==> src/verilog/sleep_defines.svh <==
// Constants for the sleep state controller.
`ifndef SLEEP_DEFINES_SVH
`define SLEEP_DEFINES_SVH

`define SELECT_MSB 1
`define SELECT_LSB 0
`define SELECT_ACTIVE 2'h0
`define SELECT_LIGHT 2'h1
`define SELECT_DEEP 2'h2
`define SELECT_DEEPEST 2'h3

`define CLOCK_MHZ 25
`define SETTLE_NS 2000
`define SETTLE_CYCLES ((`SETTLE_NS * `CLOCK_MHZ + 999) / 1000)
`define SETTLE_WIDTH 8

`endif

==> src/verilog/sleep_pkg.sv <==
// Types shared by the sleep state controller.
`default_nettype none
package sleep_pkg;

    typedef enum logic [4:0]
    {
        ACTIVE_STATE = 5'h01,
        LIGHT_SLEEP_STATE = 5'h02,
        DEEP_SLEEP_STATE = 5'h04,
        DEEPEST_SLEEP_STATE = 5'h08,
        SETTLE_STATE = 5'h10
    } power_state_type;

    typedef struct packed
    {
        logic regulator_on;
        logic core_clock_on;
        logic sleeping;
        logic config_lost;
        logic [1:0] sleep_state_select;
    } power_status_type;

endpackage : sleep_pkg

`default_nettype wire

==> src/verilog/wake_sync.sv <==
// Three-stage synchroniser for the external wake-up pin.
`timescale 1ns/1ps
`default_nettype none

module wake_sync
(
    input wire logic clock,
    input wire logic reset,
    input wire logic pin,
    output var logic level
);

    logic stage1_reg;
    logic stage2_reg;
    logic stage3_reg;
    logic level_reg;
    wire agree = (stage2_reg == stage3_reg);

    // A change is taken only once the second and third stages agree.
    always_ff @(posedge clock)
    begin
        if (reset)
        begin
            stage1_reg <= 1'h0;
            stage2_reg <= 1'h0;
            stage3_reg <= 1'h0;
            level_reg <= 1'h0;
        end
        else
        begin
            stage1_reg <= pin;
            stage2_reg <= stage1_reg;
            stage3_reg <= stage2_reg;
            if (agree)
            begin
                level_reg <= stage3_reg;
            end
        end
    end

    assign level = level_reg;

endmodule : wake_sync

`default_nettype wire

==> src/verilog/sleep_control.sv <==
// Sleep state controller: mode selection, entry, wake-up and regulator.
//
// Contract
// - There is an active state and three sleep states, chosen by a two-bit field whose zero means stay active.
// - The select field in bits one down to zero decides which sleep state a trigger enters.
// - A sleep state begins only after software sets the entry trigger.
// - Light and deep sleep wake on reset, sleep timer or external interrupt; the regulator stays on in light and goes off in deep.
`timescale 1ns/1ps
`default_nettype none
`include "sleep_defines.svh"

module sleep_control
    import sleep_pkg::*;
(
    input wire logic clock,
    input wire logic reset,
    input wire logic [1:0] sleep_control_register,
    input wire logic sleep_entry_trigger,
    input wire logic sleep_timer_irq,
    input wire logic ext_irq_pin,
    input wire logic config_restored,
    output var power_status_type status,
    output var logic wake_event
);

    localparam logic [`SETTLE_WIDTH-1:0] settle_last =
        `SETTLE_WIDTH'(`SETTLE_CYCLES - 1);

    power_state_type state_reg;
    power_state_type state_next;
    logic [`SETTLE_WIDTH-1:0] settle_reg;
    logic [`SETTLE_WIDTH-1:0] settle_next;
    power_status_type status_reg;
    power_status_type status_next;
    logic wake_event_reg;
    logic config_lost_reg;
    logic ext_wake;

    wake_sync ext_sync
    (
        .clock(clock),
        .reset(reset),
        .pin(ext_irq_pin),
        .level(ext_wake)
    );

    wire [1:0] sleep_state_select =
        sleep_control_register[`SELECT_MSB:`SELECT_LSB];
    wire select_sleep = (sleep_state_select != `SELECT_ACTIVE);
    wire entry_taken = (state_reg == ACTIVE_STATE) && sleep_entry_trigger
        && select_sleep;
    wire timed_wake = sleep_timer_irq || ext_wake;
    wire settle_done = (settle_reg == settle_last);
    wire leaving_sleep = (state_reg != ACTIVE_STATE)
        && (state_reg != SETTLE_STATE) && (state_next != state_reg);
    wire regulator_off_next = (state_next == DEEP_SLEEP_STATE)
        || (state_next == DEEPEST_SLEEP_STATE);
    wire regulator_off_now = (state_reg == DEEP_SLEEP_STATE)
        || (state_reg == DEEPEST_SLEEP_STATE);
    wire entering_unkept = regulator_off_next && !regulator_off_now;

    // Next state selection.
    always_comb
    begin
        state_next = state_reg;
        unique case (state_reg)
            ACTIVE_STATE:
            begin
                if (entry_taken)
                begin
                    unique case (sleep_state_select)
                        `SELECT_LIGHT: state_next = LIGHT_SLEEP_STATE;
                        `SELECT_DEEP: state_next = DEEP_SLEEP_STATE;
                        `SELECT_DEEPEST: state_next = DEEPEST_SLEEP_STATE;
                        default: state_next = ACTIVE_STATE;
                    endcase
                end
            end
            LIGHT_SLEEP_STATE:
            begin
                if (timed_wake)
                begin
                    state_next = ACTIVE_STATE;
                end
            end
            DEEP_SLEEP_STATE:
            begin
                if (timed_wake)
                begin
                    state_next = SETTLE_STATE;
                end
            end
            DEEPEST_SLEEP_STATE:
            begin
                if (ext_wake)
                begin
                    state_next = SETTLE_STATE;
                end
            end
            SETTLE_STATE:
            begin
                if (settle_done)
                begin
                    state_next = ACTIVE_STATE;
                end
            end
        endcase
    end

    assign settle_next = (state_reg == SETTLE_STATE) && !settle_done
        ? settle_reg + `SETTLE_WIDTH'(1) : `SETTLE_WIDTH'(0);

    // The loss flag is set on entry to an unpowered state; set beats clear.
    wire config_lost_next = entering_unkept
        || (config_lost_reg && !config_restored);

    always_comb
    begin
        status_next.regulator_on = !regulator_off_next;
        status_next.core_clock_on = (state_next == ACTIVE_STATE);
        status_next.sleeping = (state_next != ACTIVE_STATE);
        status_next.config_lost = config_lost_next;
        status_next.sleep_state_select = sleep_state_select;
    end

    always_ff @(posedge clock)
    begin
        if (reset)
        begin
            state_reg <= ACTIVE_STATE;
            settle_reg <= `SETTLE_WIDTH'(0);
            config_lost_reg <= 1'h0;
            wake_event_reg <= 1'h0;
            status_reg <= '{1'h1, 1'h1, 1'h0, 1'h0, 2'h0};
        end
        else
        begin
            state_reg <= state_next;
            settle_reg <= settle_next;
            config_lost_reg <= config_lost_next;
            wake_event_reg <= leaving_sleep;
            status_reg <= status_next;
        end
    end

    assign status = status_reg;
    assign wake_event = wake_event_reg;

    localparam int settle_max = 60;
    localparam int settle_len = `SETTLE_CYCLES;
endmodule : sleep_control

`default_nettype wire

==> config.mk <==
export PLATFORM = sky130hd
export DESIGN_NAME = sleep_control
export DESIGN_NICKNAME = d
export VERILOG_FILES = /design/src/verilog/sleep_pkg.sv /design/src/verilog/wake_sync.sv /design/src/verilog/sleep_control.sv
export VERILOG_INCLUDE_DIRS = /design/src /design/src/verilog
export SDC_FILE = /design/constraint.sdc
export NUM_CORES = 1
export LEC_CHECK = 0
export BUFFER_PORTS_ARGS = -buffer_cell sky130_fd_sc_hd__buf_2
export CORE_ASPECT_RATIO = 0.9
export CORE_MARGIN = 2
export CORE_UTILIZATION = 30
export DETAILED_ROUTE_END_ITERATION = 7
export SYNTH_ARGS = -nofsm -noshare
export SYNTH_HDL_FRONTEND = slang
export SYNTH_SLANG_ARGS = --single-unit
==> constraint.sdc <==
create_clock -name clock -period 2.7 [get_ports clock]
set_input_delay 0 -clock clock [delete_from_list [all_inputs] [get_ports clock]]
set_output_delay 0 -clock clock [all_outputs]
set_load 0.01 [all_outputs]
## Word level (Yosys, flattened, before mapping)

Cells that the tools add are included.

| word-level totals | value |
|---|---|
| bits in registers | 24 |
| output and inout bits | 7 |
| word-level logic and storage cells | 55 |

| operators by class | value |
|---|---|
| $add $sub $neg | 1 |
| eq/ne operators | 17 |
| mux-type cells | 7 |
| bitwise operators | 1 |
| reduce and logical (&&, ||, !) cells | 17 |

Operators by type and width:

| operator | count |
|---|---|
| $mux 5 | 5 |
| $pmux 5 s5 | 1 |
| $pmux 4 s3 | 1 |
| $eq 5x1->1 const B | 2 |
| $eq 5x3->1 const B | 2 |
| $eq 5x4->1 const B | 2 |
| $ne 5x1->1 const B | 2 |
| $add 8x1->8 const B | 1 |
| $eq 8x6->1 const B | 1 |
| $logic_and 1x1->1 | 7 |
| $eq 5x2->1 const B | 1 |
| $eq 5x5->1 const B | 1 |
| $ne 5x5->1 | 1 |
| $ne 5x5->1 const B | 1 |
| $eq 2x2->1 const B | 2 |
| $logic_not 1->1 | 4 |
| $logic_or 1x1->1 | 4 |
| $eq 2x1->1 const B | 1 |
| $reduce_bool 2->1 | 1 |
| $reduce_or 2->1 | 1 |
| $eq 1x1->1 | 1 |
| $not 1->1 | 1 |

## Logic depth before layout (Yosys ltp)

Gate-level depths: netlist of the first run.

| depth | value |
|---|---|
| depth after elaboration | 9 |
| depth in mapped cells | 8 |
| mapped depth without buffers | 8 |

## Hierarchy

A second synthesis of the first run with hierarchy kept.

| unflattened totals | value |
|---|---|
| cells, all modules | 126 |
| area total of the unflattened synthesis | 1127.3 um2 |

By module, submodules not included:

| module | instances | cells an instance | area each (um2) | seq. area each (um2) |
|---|---|---|---|---|
| sleep_control | 1 | 116 | 1014.7 | 400.4 |
| wake_sync | 1 | 10 | 112.6 | 80.1 |

## Worst setup path before layout of the first run

Ideal clock, no wire load.

| path | value |
|---|---|
| kind | register to register |
| start | register settle_reg[0] |
| end | register config_lost_reg |
| setup time | 0.115 ns |
| arrival time | 1.779 ns |
| path slack | 0.805 ns |
| cell stages (with the launch flop) | 8 |
| buffers on the path | 0 |
| period minus slack after synthesis | 1.895 ns |
| cells stage by stage | dfxtp_1 > ha_1 > or4b_1 > or3_4 > nor3_2 > nor3_1 > o21a_1 > a31o_1 |

| on the way | value |
|---|---|
| cells in the longest elaborated chain, start to end | 7 |

RTL lines:

| what | RTL line | RTL |
|---|---|---|
| start: declaration | sleep_control.sv:31 | `` logic [`SETTLE_WIDTH-1:0] settle_reg; `` |
| start signal: assignment | sleep_control.sv:131 | `` settle_reg <= `SETTLE_WIDTH'(0); `` |
| start signal: assignment | sleep_control.sv:139 | `settle_reg <= settle_next;` |
| $eq 8x6->1 * | sleep_control.sv:53 | `wire settle_done = (settle_reg == settle_last);` |
| $mux 5 * | sleep_control.sv:102 | `if (settle_done)` |
| $pmux 5 s5 * | sleep_control.sv:66 | `unique case (state_reg)` |
| $eq 5x3->1 or $eq 5x4->1 (tied branches) | sleep_control.sv:56, sleep_control.sv:57 |  |
| $logic_or 1x1->1 * | sleep_control.sv:57 | `\|\| (state_next == DEEPEST_SLEEP_STATE);` |
| $logic_and 1x1->1 * | sleep_control.sv:60 | `wire entering_unkept = regulator_off_next && !regulator_off_now;` |
| $logic_or 1x1->1 * | sleep_control.sv:115 | `\|\| (config_lost_reg && !config_restored);` |
| end signal: assignment | sleep_control.sv:140 | `config_lost_reg <= config_lost_next;` |
| end: declaration | sleep_control.sv:36 | `logic config_lost_reg;` |

Mark *: on every way between the ends. The rest lies on a longest branch, timed or not.
A chain may end at the register's enable or synchronous reset.

## Worst setup path in the final report of the first run

| path | value |
|---|---|
| start | register state_reg[1] |
| end | register wake_event_reg, in the netlist wake_event |

| on the way | value |
|---|---|
| cells in the longest elaborated chain, start to end | 7 |

RTL lines:

| what | RTL line | RTL |
|---|---|---|
| start: declaration | sleep_control.sv:29 | `power_state_type state_reg;` |
| start signal: assignment | sleep_control.sv:138 | `state_reg <= state_next;` |
| $eq 5x1->1 | sleep_control.sv:50, sleep_control.sv:66 |  |
| $logic_and 1x1->1 | sleep_control.sv:50 | `wire entry_taken = (state_reg == ACTIVE_STATE) && sleep_entry_trigger` |
| $logic_and 1x1->1 | sleep_control.sv:51 | `&& select_sleep;` |
| $mux 5 | sleep_control.sv:69 | `if (entry_taken)` |
| $pmux 5 s5 | sleep_control.sv:66 |  |
| $ne 5x5->1 | sleep_control.sv:55 | `&& (state_reg != SETTLE_STATE) && (state_next != state_reg);` |
| $logic_and 1x1->1 * | sleep_control.sv:55 |  |
| end signal: assignment | sleep_control.sv:141 | `wake_event_reg <= leaving_sleep;` |
| end: declaration | sleep_control.sv:35 | `logic wake_event_reg;` |

Marked as above.

==> run summary, run 1 <==
Status: finished clean
DR pass1 iterations: 4
Worst-path clk slew: 80 ps
Main synth FF type: dfxtp_1
Sequential cell area fraction in the yosys report: 0.405
Clk root buf: clkbuf_8
CTS tree: done
Pwr per Cell Area: 613 nW/um^2
Sequential share of power: 0.474
Crit path max fanout: 15
DP Worst Slack: 621 ps
Internal: 0.634 mW
Max cap viols: 0
Final HPWL DP: 1.75 mm
Startpoint class of the critical path: flop
Worst EP required: 2840 ps
Worst r2r src: state_reg[1]
FF/Latch Area: 480 um^2
Die area: 4480 um^2
Post-CTS sizing: 0
Hold path startpoint: sleep_control_register[0]
Number of global-route vias before repair: 970
Clock power share: 0.368
I/O pins: 15
Final core area utilization: 0.363
Combinational share of power: 0.158
Post-synth EDFFs: 0
Setup ws final: 587 ps
Routability congestion estimate from global placement: 0.865
CTS Hold Bufs: 2
Commonest non-fill, non-tap cell in the layout: dfxtp_1
TNS Setup: 0 ps
Yosys reg bits: 24
Sw frac: 0.242
WL final: 2.30 mm
RSZ-0062 raised after global routing: false
Clk_lat worst skew: 260 ps
Die Ht: 63.7 um
Max reg flops: 8
Worst setup path start: state_reg[1]
Layout Skew: 5.83 ps
Residual DRC count: 0
Area delta synth->final: 14.9%
Synth cell types: 42
Mean Syn Cell Area: 8.80 um^2
Initial antenna violation count: 0
# rows: 21
Post-Syn Area: 1190 um^2
Crit Path Class: flop to flop
Slew Viols, Final: 0
Number of DRC markers in iteration 0: 89
CTS Buf Count: 3
CP Capture Type: flop
Most frequent cells in the layout: 24 x dfxtp_1, 23 x nor2_1, 14 x buf_2
Net Count, Synth: 145
Period utilization: 0.782
Antenna cells: 0
IR drop worst, VDD: 0.000276 V
Final Total Pwr: 0.836 mW
Final setup violation count: 0
Port Buffer Count: 14
Relative slew slack: 0.682
Worst min-delay path class: input pin to flop
Final Hold Violating Endpoints: 0
P_sw: 0.202 mW
Synth async-reset ratio: 0
Pin count of the biggest net entering global routing: 17
DR vias/cell: 4.97
Initial core utilization: 0.316
Total global routing overflow: 0
Final min period: 2110 ps
Multi-input gate area in the final layout: 646 um^2
WP data arrival: 2260 ps
All-Layer GR Usage: 0.113
LEAKAGE: 0.502 nW
DRT antenna net count: 0
Ys Warns: 0
CTS sink cnt: 24
CORE AREA: 3760 um^2
First-pass GRT wire length: 4.11 mm
Die width: 70.3 um
CTS H-tree depth: 1
Worst-margin pin slew: 476 ps
Vias: 964
Post-Syn Instances: 135
Layout Nets: 159
WL/cell: 11.8 um
Layout cells sized above 1: 0.169
Peak Freq: 473 MHz
Layout fillers: 393
Setup Fix Bufs, Post-CTS: 0
CTS Buffer Depth: 2
## Yosys cell counts, types with 2 or more instances
library cell | n | area share
nor3b_1 | 3 | 0.019
xor2_1 | 6 | 0.044
ha_1 | 2 | 0.021
a31o_1 | 2 | 0.015
inv_1 | 5 | 0.016
a21oi_1 | 6 | 0.025
buf_2 | 4 | 0.017
xnor2_1 | 5 | 0.037
nor2_1 | 23 | 0.073
nand3_1 | 6 | 0.025
o21a_1 | 3 | 0.019
or3_1 | 2 | 0.011
o21ai_0 | 3 | 0.013
or4b_1 | 3 | 0.025
dfxtp_1 | 24 | 0.40
nand2_1 | 3 | 0.0095
nor2b_1 | 5 | 0.026
nand3b_1 | 3 | 0.019
nor3_1 | 4 | 0.017
## layout make-up
class | instances | share of cell area
well taps | 46 | 0.0422
clock inverters | 1 | 0.0220
clock buffers | 3 | 0.0303
multi-input cells | 99 | 0.473
flip-flops and latches | 24 | 0.352
inverters | 5 | 0.0138
repair buffers | 16 | 0.0661
## final timing paths
| kind | endpoint | slack [ps] | cells past startpoint |
|---|---|---|---|
| max | wake_event | 590 | 6 |
| min | status[0] | 40 | 3 |
| max reg2reg | wake_event | 590 | 6 |
| min reg2reg | ext_sync.stage2_reg | 460 | 1 |
## power groups by stage
| stage | Sequential [mW] | Clock, mW | Combinational, mW |
|---|---|---|---|
| 2_1_floorplan | 0.393 | 0 | 0.109 |
| 3_3_place_gp | 0.403 | 0 | 0.132 |
| 3_5_place_dp | 0.404 | 0 | 0.130 |
| 4_1_cts | 0.396 | 0.319 | 0.133 |
| 5_1_grt | 0.400 | 0.336 | 0.149 |
| 6_report | 0.396 | 0.308 | 0.132 |
## critical path, cell delays in order (launching register included)
cell,delay (ps)
dfxtp_1,460
or4b_1,640
nor2_1,180
a21oi_2,70
and2_4,170
a2111oi_1,390
nor3_1,80
## through the flow
stage	instance area, um^2	hold slack, ps	instances
global placement	1270	213	188
CTS	1360	43.7	194
finish	1360	35.6	194
floorplan	1190	71.6	135
global route	1360	64.2	194
detailed placement	1270	215	188
## cell families after synthesis
group | share of synthesized area
AOI/OAI and AO/OA | 0.142
xor gates and xnor gates | 0.0811
adders and majority gates | 0.0211
buffers and inverters | 0.0516
DFF | 0.405
and+or+nand+nor | 0.299
## routing by layer
| layer | vias up | wire [um] | GRT usage |
|---|---|---|---|
| met5 | - | 0 | 0 |
| met4 | 0 | 50 | 0.0337 |
| met2 | 21 | 1050 | 0.195 |
| li1 | 495 | - | - |
| met1 | 440 | 1070 | 0.132 |
| met3 | 8 | 125 | 0.0400 |
Power figures use the tool's default switching activity.
==> run 2, diff against run 1 <==
Clock period 2.7 ns to 2.15 ns, I/O delays scaled along.
==> run 2 against run 1 <==
Compared with the run above:
- final cell count grew 2.1%
- critical path depth unchanged
- count of clock-buffer cells in the layout did not move
- cell area up 2.5%
- combinational power grew 45%
- die area is the same
- clock power rose by 27%
- global-route usage grew 0.12 points
==> run summary, run 2 (synthesis gave the netlist of run 1 again) <==
Status: finished clean (unchanged)
Reg-to-reg critical path endpoint: wake_event (unchanged)
LEAKAGE: 0.527 nW (was 0.502 nW)
CTS H-tree depth: 1 (unchanged)
Initial core utilization: 0.316 (unchanged)
DRT antenna net count: 0 (unchanged)
I/O pins: 15 (unchanged)
WL/cell: 12.2 um (was 11.8 um)
Routed length on met2: 1.13 mm (was 1.05 mm)
Area delta synth->final: 17.7% (was 14.9%)
Initial antenna violation count: 0 (unchanged)
DP Worst Slack: 115 ps (was 621 ps)
Crit Path Class: flop to flop (unchanged)
TNS Setup: 0 ps (unchanged)
Worst-margin pin slew: 374 ps (was 476 ps)
Layout Skew: 3.30 ps (was 5.83 ps)
Total global routing overflow: 0 (unchanged)
Layout Nets: 163 (was 159)
Worst r2r src: state_reg[4] (was state_reg[1])
Clk root buf: clkbuf_8 (unchanged)
IR drop worst, VDD: 0.000324 V (was 0.000276 V)
WP data arrival: 2190 ps (was 2260 ps)
Crit path max fanout: 8 (was 15)
Pin count of the biggest net entering global routing: 17 (unchanged)
Slew Viols, Final: 0 (unchanged)
CTS Buf Count: 3 (unchanged)
Worst-path clk slew: 80 ps (about the same)
Clk_lat worst skew: 260 ps (about the same)
CP endpoint: wake_event (unchanged)
Antenna cells: 0 (unchanged)
First-pass GRT wire length: 4.15 mm (was 4.11 mm)
WL final: 2.42 mm (was 2.30 mm)
CTS sink cnt: 24 (unchanged)
Wire length on met1: 1.18 mm (was 1.07 mm)
DR vias/cell: 4.93 (was 4.97)
Setup ws final: 103 ps (was 587 ps)
CP Capture Type: flop (unchanged)
Peak Freq: 488 MHz (was 473 MHz)
CORE AREA: 3760 um^2 (unchanged)
Period utilization: 0.952 (was 0.782)
DR pass1 iterations: 4 (unchanged)
All-Layer GR Usage: 0.115 (was 0.113)
Highest layer used for signal routing: met4 (unchanged)
FF-to-FF path depth: 6 (unchanged)
Final core area utilization: 0.372 (was 0.363)
Startpoint class of the critical path: flop (unchanged)
Final Hold Violating Endpoints: 0 (unchanged)
Most frequent cells in the layout: 23 x nor2_1, 23 x dfxtp_1, 14 x buf_2 (was 24 x dfxtp_1, 23 x nor2_1, 14 x buf_2)
Die width: 70.3 um (unchanged)
Residual DRC count: 0 (unchanged)
RSZ-0062 raised after global routing: false (unchanged)
Final HPWL DP: 1.86 mm (was 1.75 mm)
Vias: 976 (was 964)
Final setup violation count: 0 (unchanged)
Worst EP required: 2290 ps (was 2840 ps)
Die Ht: 63.7 um (unchanged)
Final min period: 2050 ps (was 2110 ps)
Reg2Reg Setup Slack: 100 ps (was 590 ps)
CTS Buffer Depth: 2 (unchanged)
Max reg flops: 8 (unchanged)
Layout cells sized above 1: 0.211 (was 0.169)
Number of global-route vias before repair: 920 (was 970)
Port Buffer Count: 14 (unchanged)
# rows: 21 (unchanged)
Worst setup path start: state_reg[4] (was state_reg[1])
Worst min-delay path class: input pin to flop (unchanged)
Number of DRC markers in iteration 0: 73 (was 89)
Routability congestion estimate from global placement: 0.883 (was 0.865)
CTS tree: done (unchanged)
Relative slew slack: 0.751 (was 0.682)
Die area: 4480 um^2 (unchanged)
Detailed-routed wire length on met3: 103 um (was 125 um)
Pwr per Cell Area: 762 nW/um^2 (was 613 nW/um^2)
Max cap viols: 0 (unchanged)
Final Total Pwr: 1.06 mW (was 0.836 mW)
## run 2: cell count changes in the layout (fill, tap and decap cells not counted), sizes merged
cell,before,now
buf,14,19
dlygate4sd3,2,1
## run 2: where the power goes
group          internal (mW)  switching, mW  leakage [nW]
combinational         0.0858          0.105         0.294
clock                  0.249          0.141        0.0357
sequential             0.468         0.0157         0.196
## run 2: metal layers
| metal | vias to the layer above | track usage |
|---|---|---|
| li1 | 500 | - |
| met5 | - | 0 |
| met1 | 455 | 0.143 |
| met3 | 2 | 0.0352 |
| met2 | 19 | 0.198 |
| met4 | 0 | 0.0168 |
## run 2: how the worst min path moves through the flow
stage | from | endpoint | slack (ps) | depth (start not counted)
after floorplan | reset | ext_sync.stage1_reg | 70 | 1
after global placement | ext_irq_pin | ext_sync.stage1_reg | 210 | 2
after detailed placement | ext_irq_pin | ext_sync.stage1_reg | 230 | 2
after CTS | sleep_control_register[1] | status[1] | 2 | 2
after global routing | sleep_control_register[1] | status[1] | 20 | 2
final | sleep_control_register[1] | status[1] | 0.2 | 2
## run 2: worst max-delay path: stages (launching register included)
cell and delay, ps:
dfxtp_1 460, or4b_1 550, nor2_1 200, a21oi_2 70, and2_4 170, a2111oi_1 390
nor3_1 90
## run 2: area by class of cell
type	count	area (um^2)
multi-input cells	99	651
repair buffers	20	118
inverters	5	18.8
flip-flops and latches	24	482
fillers	389	2360
clock buffers	3	41.3
well taps	46	57.6
clock inverters	1	30.0
## run 2: stage by stage
step | hold slack (ps) | area, um^2 | instances
after detailed placement | 229 | 1310 | 193
final | 0.160 | 1400 | 198
after global placement | 212 | 1310 | 193
after CTS | 2.14 | 1390 | 198
after floorplan | 71.6 | 1190 | 135
after global routing | 22.0 | 1400 | 198
## run 2: timing repair
| item | 4_1_cts | 5_1_grt |
|---|---|---|
| gates resized for setup | 0 | 2 |
| setup endpoints to repair | 0 | 1 |
| endpoints found under the hold margin | 1 | 0 |
| buffers inserted | 0 | 0 |
| hold buffers | 1 | 0 |
==> run 3, diff against run 2 <==
Settings changed: CORE_ASPECT_RATIO 0.9 to default.
==> run 3 against run 2 <==
Compared with the run above:
- largest cell class unchanged
- maximum frequency rose by 2.3%
- count of clock-buffer cells in the layout up 1
- global-route usage is 0.46 points higher
- sequential share of layout area increased by 0.16 points
- setup slack improved by 46 ps
==> run summary, run 3 (synthesis gave the netlist of run 1 again) <==
Status: finished clean (unchanged)
WP data arrival: 2170 ps (was 2190 ps)
CTS Buffer Depth: 2 (unchanged)
Worst min-delay path class: input pin to flop (unchanged)
RSZ-0062 raised after global routing: false (unchanged)
Final Hold Violating Endpoints: 0 (unchanged)
First-pass GRT wire length: 4.11 mm (was 4.15 mm)
WL final: 2.38 mm (was 2.42 mm)
Pwr per Cell Area: 704 nW/um^2 (was 762 nW/um^2)
Max reg flops: 8 (unchanged)
CTS Buf Count: 3 (unchanged)
Die Ht: 66.9 um (was 63.7 um)
Worst EP required: 2320 ps (was 2290 ps)
CTS H-tree depth: 1 (unchanged)
Relative slew slack: 0.745 (was 0.751)
I/O pins: 15 (unchanged)
Layout Skew: 7.44 ps (was 3.30 ps)
Initial antenna violation count: 0 (unchanged)
Worst setup path start: settle_reg[0] (was state_reg[4])
Final min period: 2000 ps (was 2050 ps)
Final HPWL DP: 1.86 mm (about the same)
Hold path startpoint: sleep_control_register[1] (unchanged)
CTS sink cnt: 24 (unchanged)
CP max stage delay: 420 ps (was 550 ps)
Clk root buf: clkbuf_8 (unchanged)
DR pass1 iterations: 4 (unchanged)
Crit path max fanout: 5 (was 8)
Buf+Inv Stages, Crit Path: 0 (unchanged)
Port Buffer Count: 14 (unchanged)
Crit-path leading delay family: simple AND/OR/NAND/NOR gates (unchanged)
Clk_lat worst skew: 270 ps (was 260 ps)
Hold_ws: 8.18 ps (was 0.160 ps)
Commonest non-fill, non-tap cell in the layout: dfxtp_1
Number of global-route vias before repair: 963 (was 920)
TNS Setup: 0 ps (unchanged)
Dpl cells: 196 (was 193)
Setup Fix Bufs, Post-CTS: 0 (unchanged)
Routability congestion estimate from global placement: 0.896 (was 0.883)
Final Instance Count excl. Fillers: 201 (was 198)
CORE AREA: 3740 um^2 (was 3760 um^2)
IR drop worst, VDD: 0.000316 V (was 0.000324 V)
LEAKAGE: 0.522 nW (was 0.527 nW)
Initial core utilization: 0.317 (was 0.316)
WL/cell: 11.9 um (was 12.2 um)
All-Layer GR Usage: 0.119 (was 0.115)
Period utilization: 0.931 (was 0.952)
Die width: 66.9 um (was 70.3 um)
Final setup violation count: 0 (unchanged)
CP max-delay cell: or4b_1 (unchanged)
Number of DRC markers in iteration 0: 89 (was 73)
Layout fillers: 410 (was 389)
Max cap viols: 0 (unchanged)
Final core area utilization: 0.371 (was 0.372)
Antenna cells: 0 (unchanged)
Crit Path Class: flop to flop (unchanged)
Startpoint class of the critical path: flop (unchanged)
Layout Nets: 164 (was 163)
DP Worst Slack: 132 ps (was 115 ps)
CP Capture Type: flop (unchanged)
CP cell instances: ha_1 -> or4b_1 -> or3_4 -> nor3_2 -> nor3_1 -> o21a_1 -> a31o_1 (was or4b_1 -> nor2_1 -> a21oi_2 -> and2_4 -> a2111oi_1 -> nor3_1)
# rows: 22 (was 21)
Total global routing overflow: 0 (unchanged)
Layout cells sized above 1: 0.209 (was 0.211)
DR vias/cell: 4.94 (was 4.93)
Residual DRC count: 0 (unchanged)
DRT antenna net count: 0 (unchanged)
Setup ws final: 149 ps (was 103 ps)
Most frequent cells in the layout: 24 x dfxtp_1, 22 x nor2_1, 14 x buf_2 (was 23 x nor2_1, 23 x dfxtp_1, 14 x buf_2)
Area delta synth->final: 16.9% (was 17.7%)
Worst-path clk slew: 80 ps (about the same)
Slew Viols, Final: 0 (unchanged)
Worst r2r src: settle_reg[0] (was state_reg[4])
Vias: 992 (was 976)
Worst-margin pin slew: 382 ps (was 374 ps)
Pin count of the biggest net entering global routing: 17 (unchanged)
Die area: 4480 um^2 (about the same)
Peak Freq: 500 MHz (was 488 MHz)
CTS tree: done (unchanged)
## run 3: cell types whose count changed in the layout (fill, tap and decap cells not counted), sizes merged
cell and change:
buf +1, bufinv -1, clkbuf +1
## run 3: stage by stage
step	power, mW	instance area (um^2)
5_1_grt	1.03	1390
4_1_cts	0.993	1390
2_1_floorplan	0.630	1190
6_report	0.977	1390
3_5_place_dp	0.684	1320
3_3_place_gp	0.685	1320
## run 3: cell type report
class                           count  area (um^2)  share of cell area
Timing Repair Buffer               21          125              0.0902
Tap cell                           48         60.1              0.0433
Sequential cell                    24          480               0.346
Inverter                            5         18.8              0.0135
Clock buffer                        4         55.1              0.0397
Multi-Input combinational cell     99          648               0.467
## run 3: path summary, 6_finish.rpt
path / depth (start not counted) / to / slack [ps]
setup / recovery: 7 / config_lost_reg / 150
hold / removal: 2 / status[1] / 8
setup reg to reg: 7 / config_lost_reg / 150
hold reg to reg: 1 / ext_sync.stage2_reg / 440
## run 3: metal layers
| layer | routed length [um] | vias to the layer above | part of all wire | track usage |
|---|---|---|---|---|
| met1 | 1090 | 463 | 0.46 | 0.145 |
| met4 | 68 | 0 | 0.029 | 0.0612 |
| met3 | 98 | 6 | 0.041 | 0.0287 |
| met5 | 0 | - | 0 | 0 |
| li1 | - | 507 | - | - |
| met2 | 1130 | 16 | 0.47 | 0.194 |
## run 3: power breakdown
| part | leakage [nW] | total (mW) | switching, mW | internal (mW) |
|---|---|---|---|---|
| clock | 0.0288 | 0.300 | 0.137 | 0.163 |
| sequential | 0.196 | 0.487 | 0.0186 | 0.468 |
| combinational | 0.298 | 0.190 | 0.103 | 0.0870 |
| total | 0.522 | 0.977 | 0.259 | 0.719 |
## run 3: what timing repair did
action                                 4_1_cts  5_1_grt
hold buffers                                 1        0
endpoints found under the hold margin        1        0
resized for setup                            0        1
setup endpoints to repair                    0        1
## run 3: worst register-to-register path, stage by stage, from the launching register on
cell     delay, ps
dfxtp_1        400
ha_1           170
or4b_1         420
or3_4          360
nor3_2         140
nor3_1         100
o21a_1         130
a31o_1         200
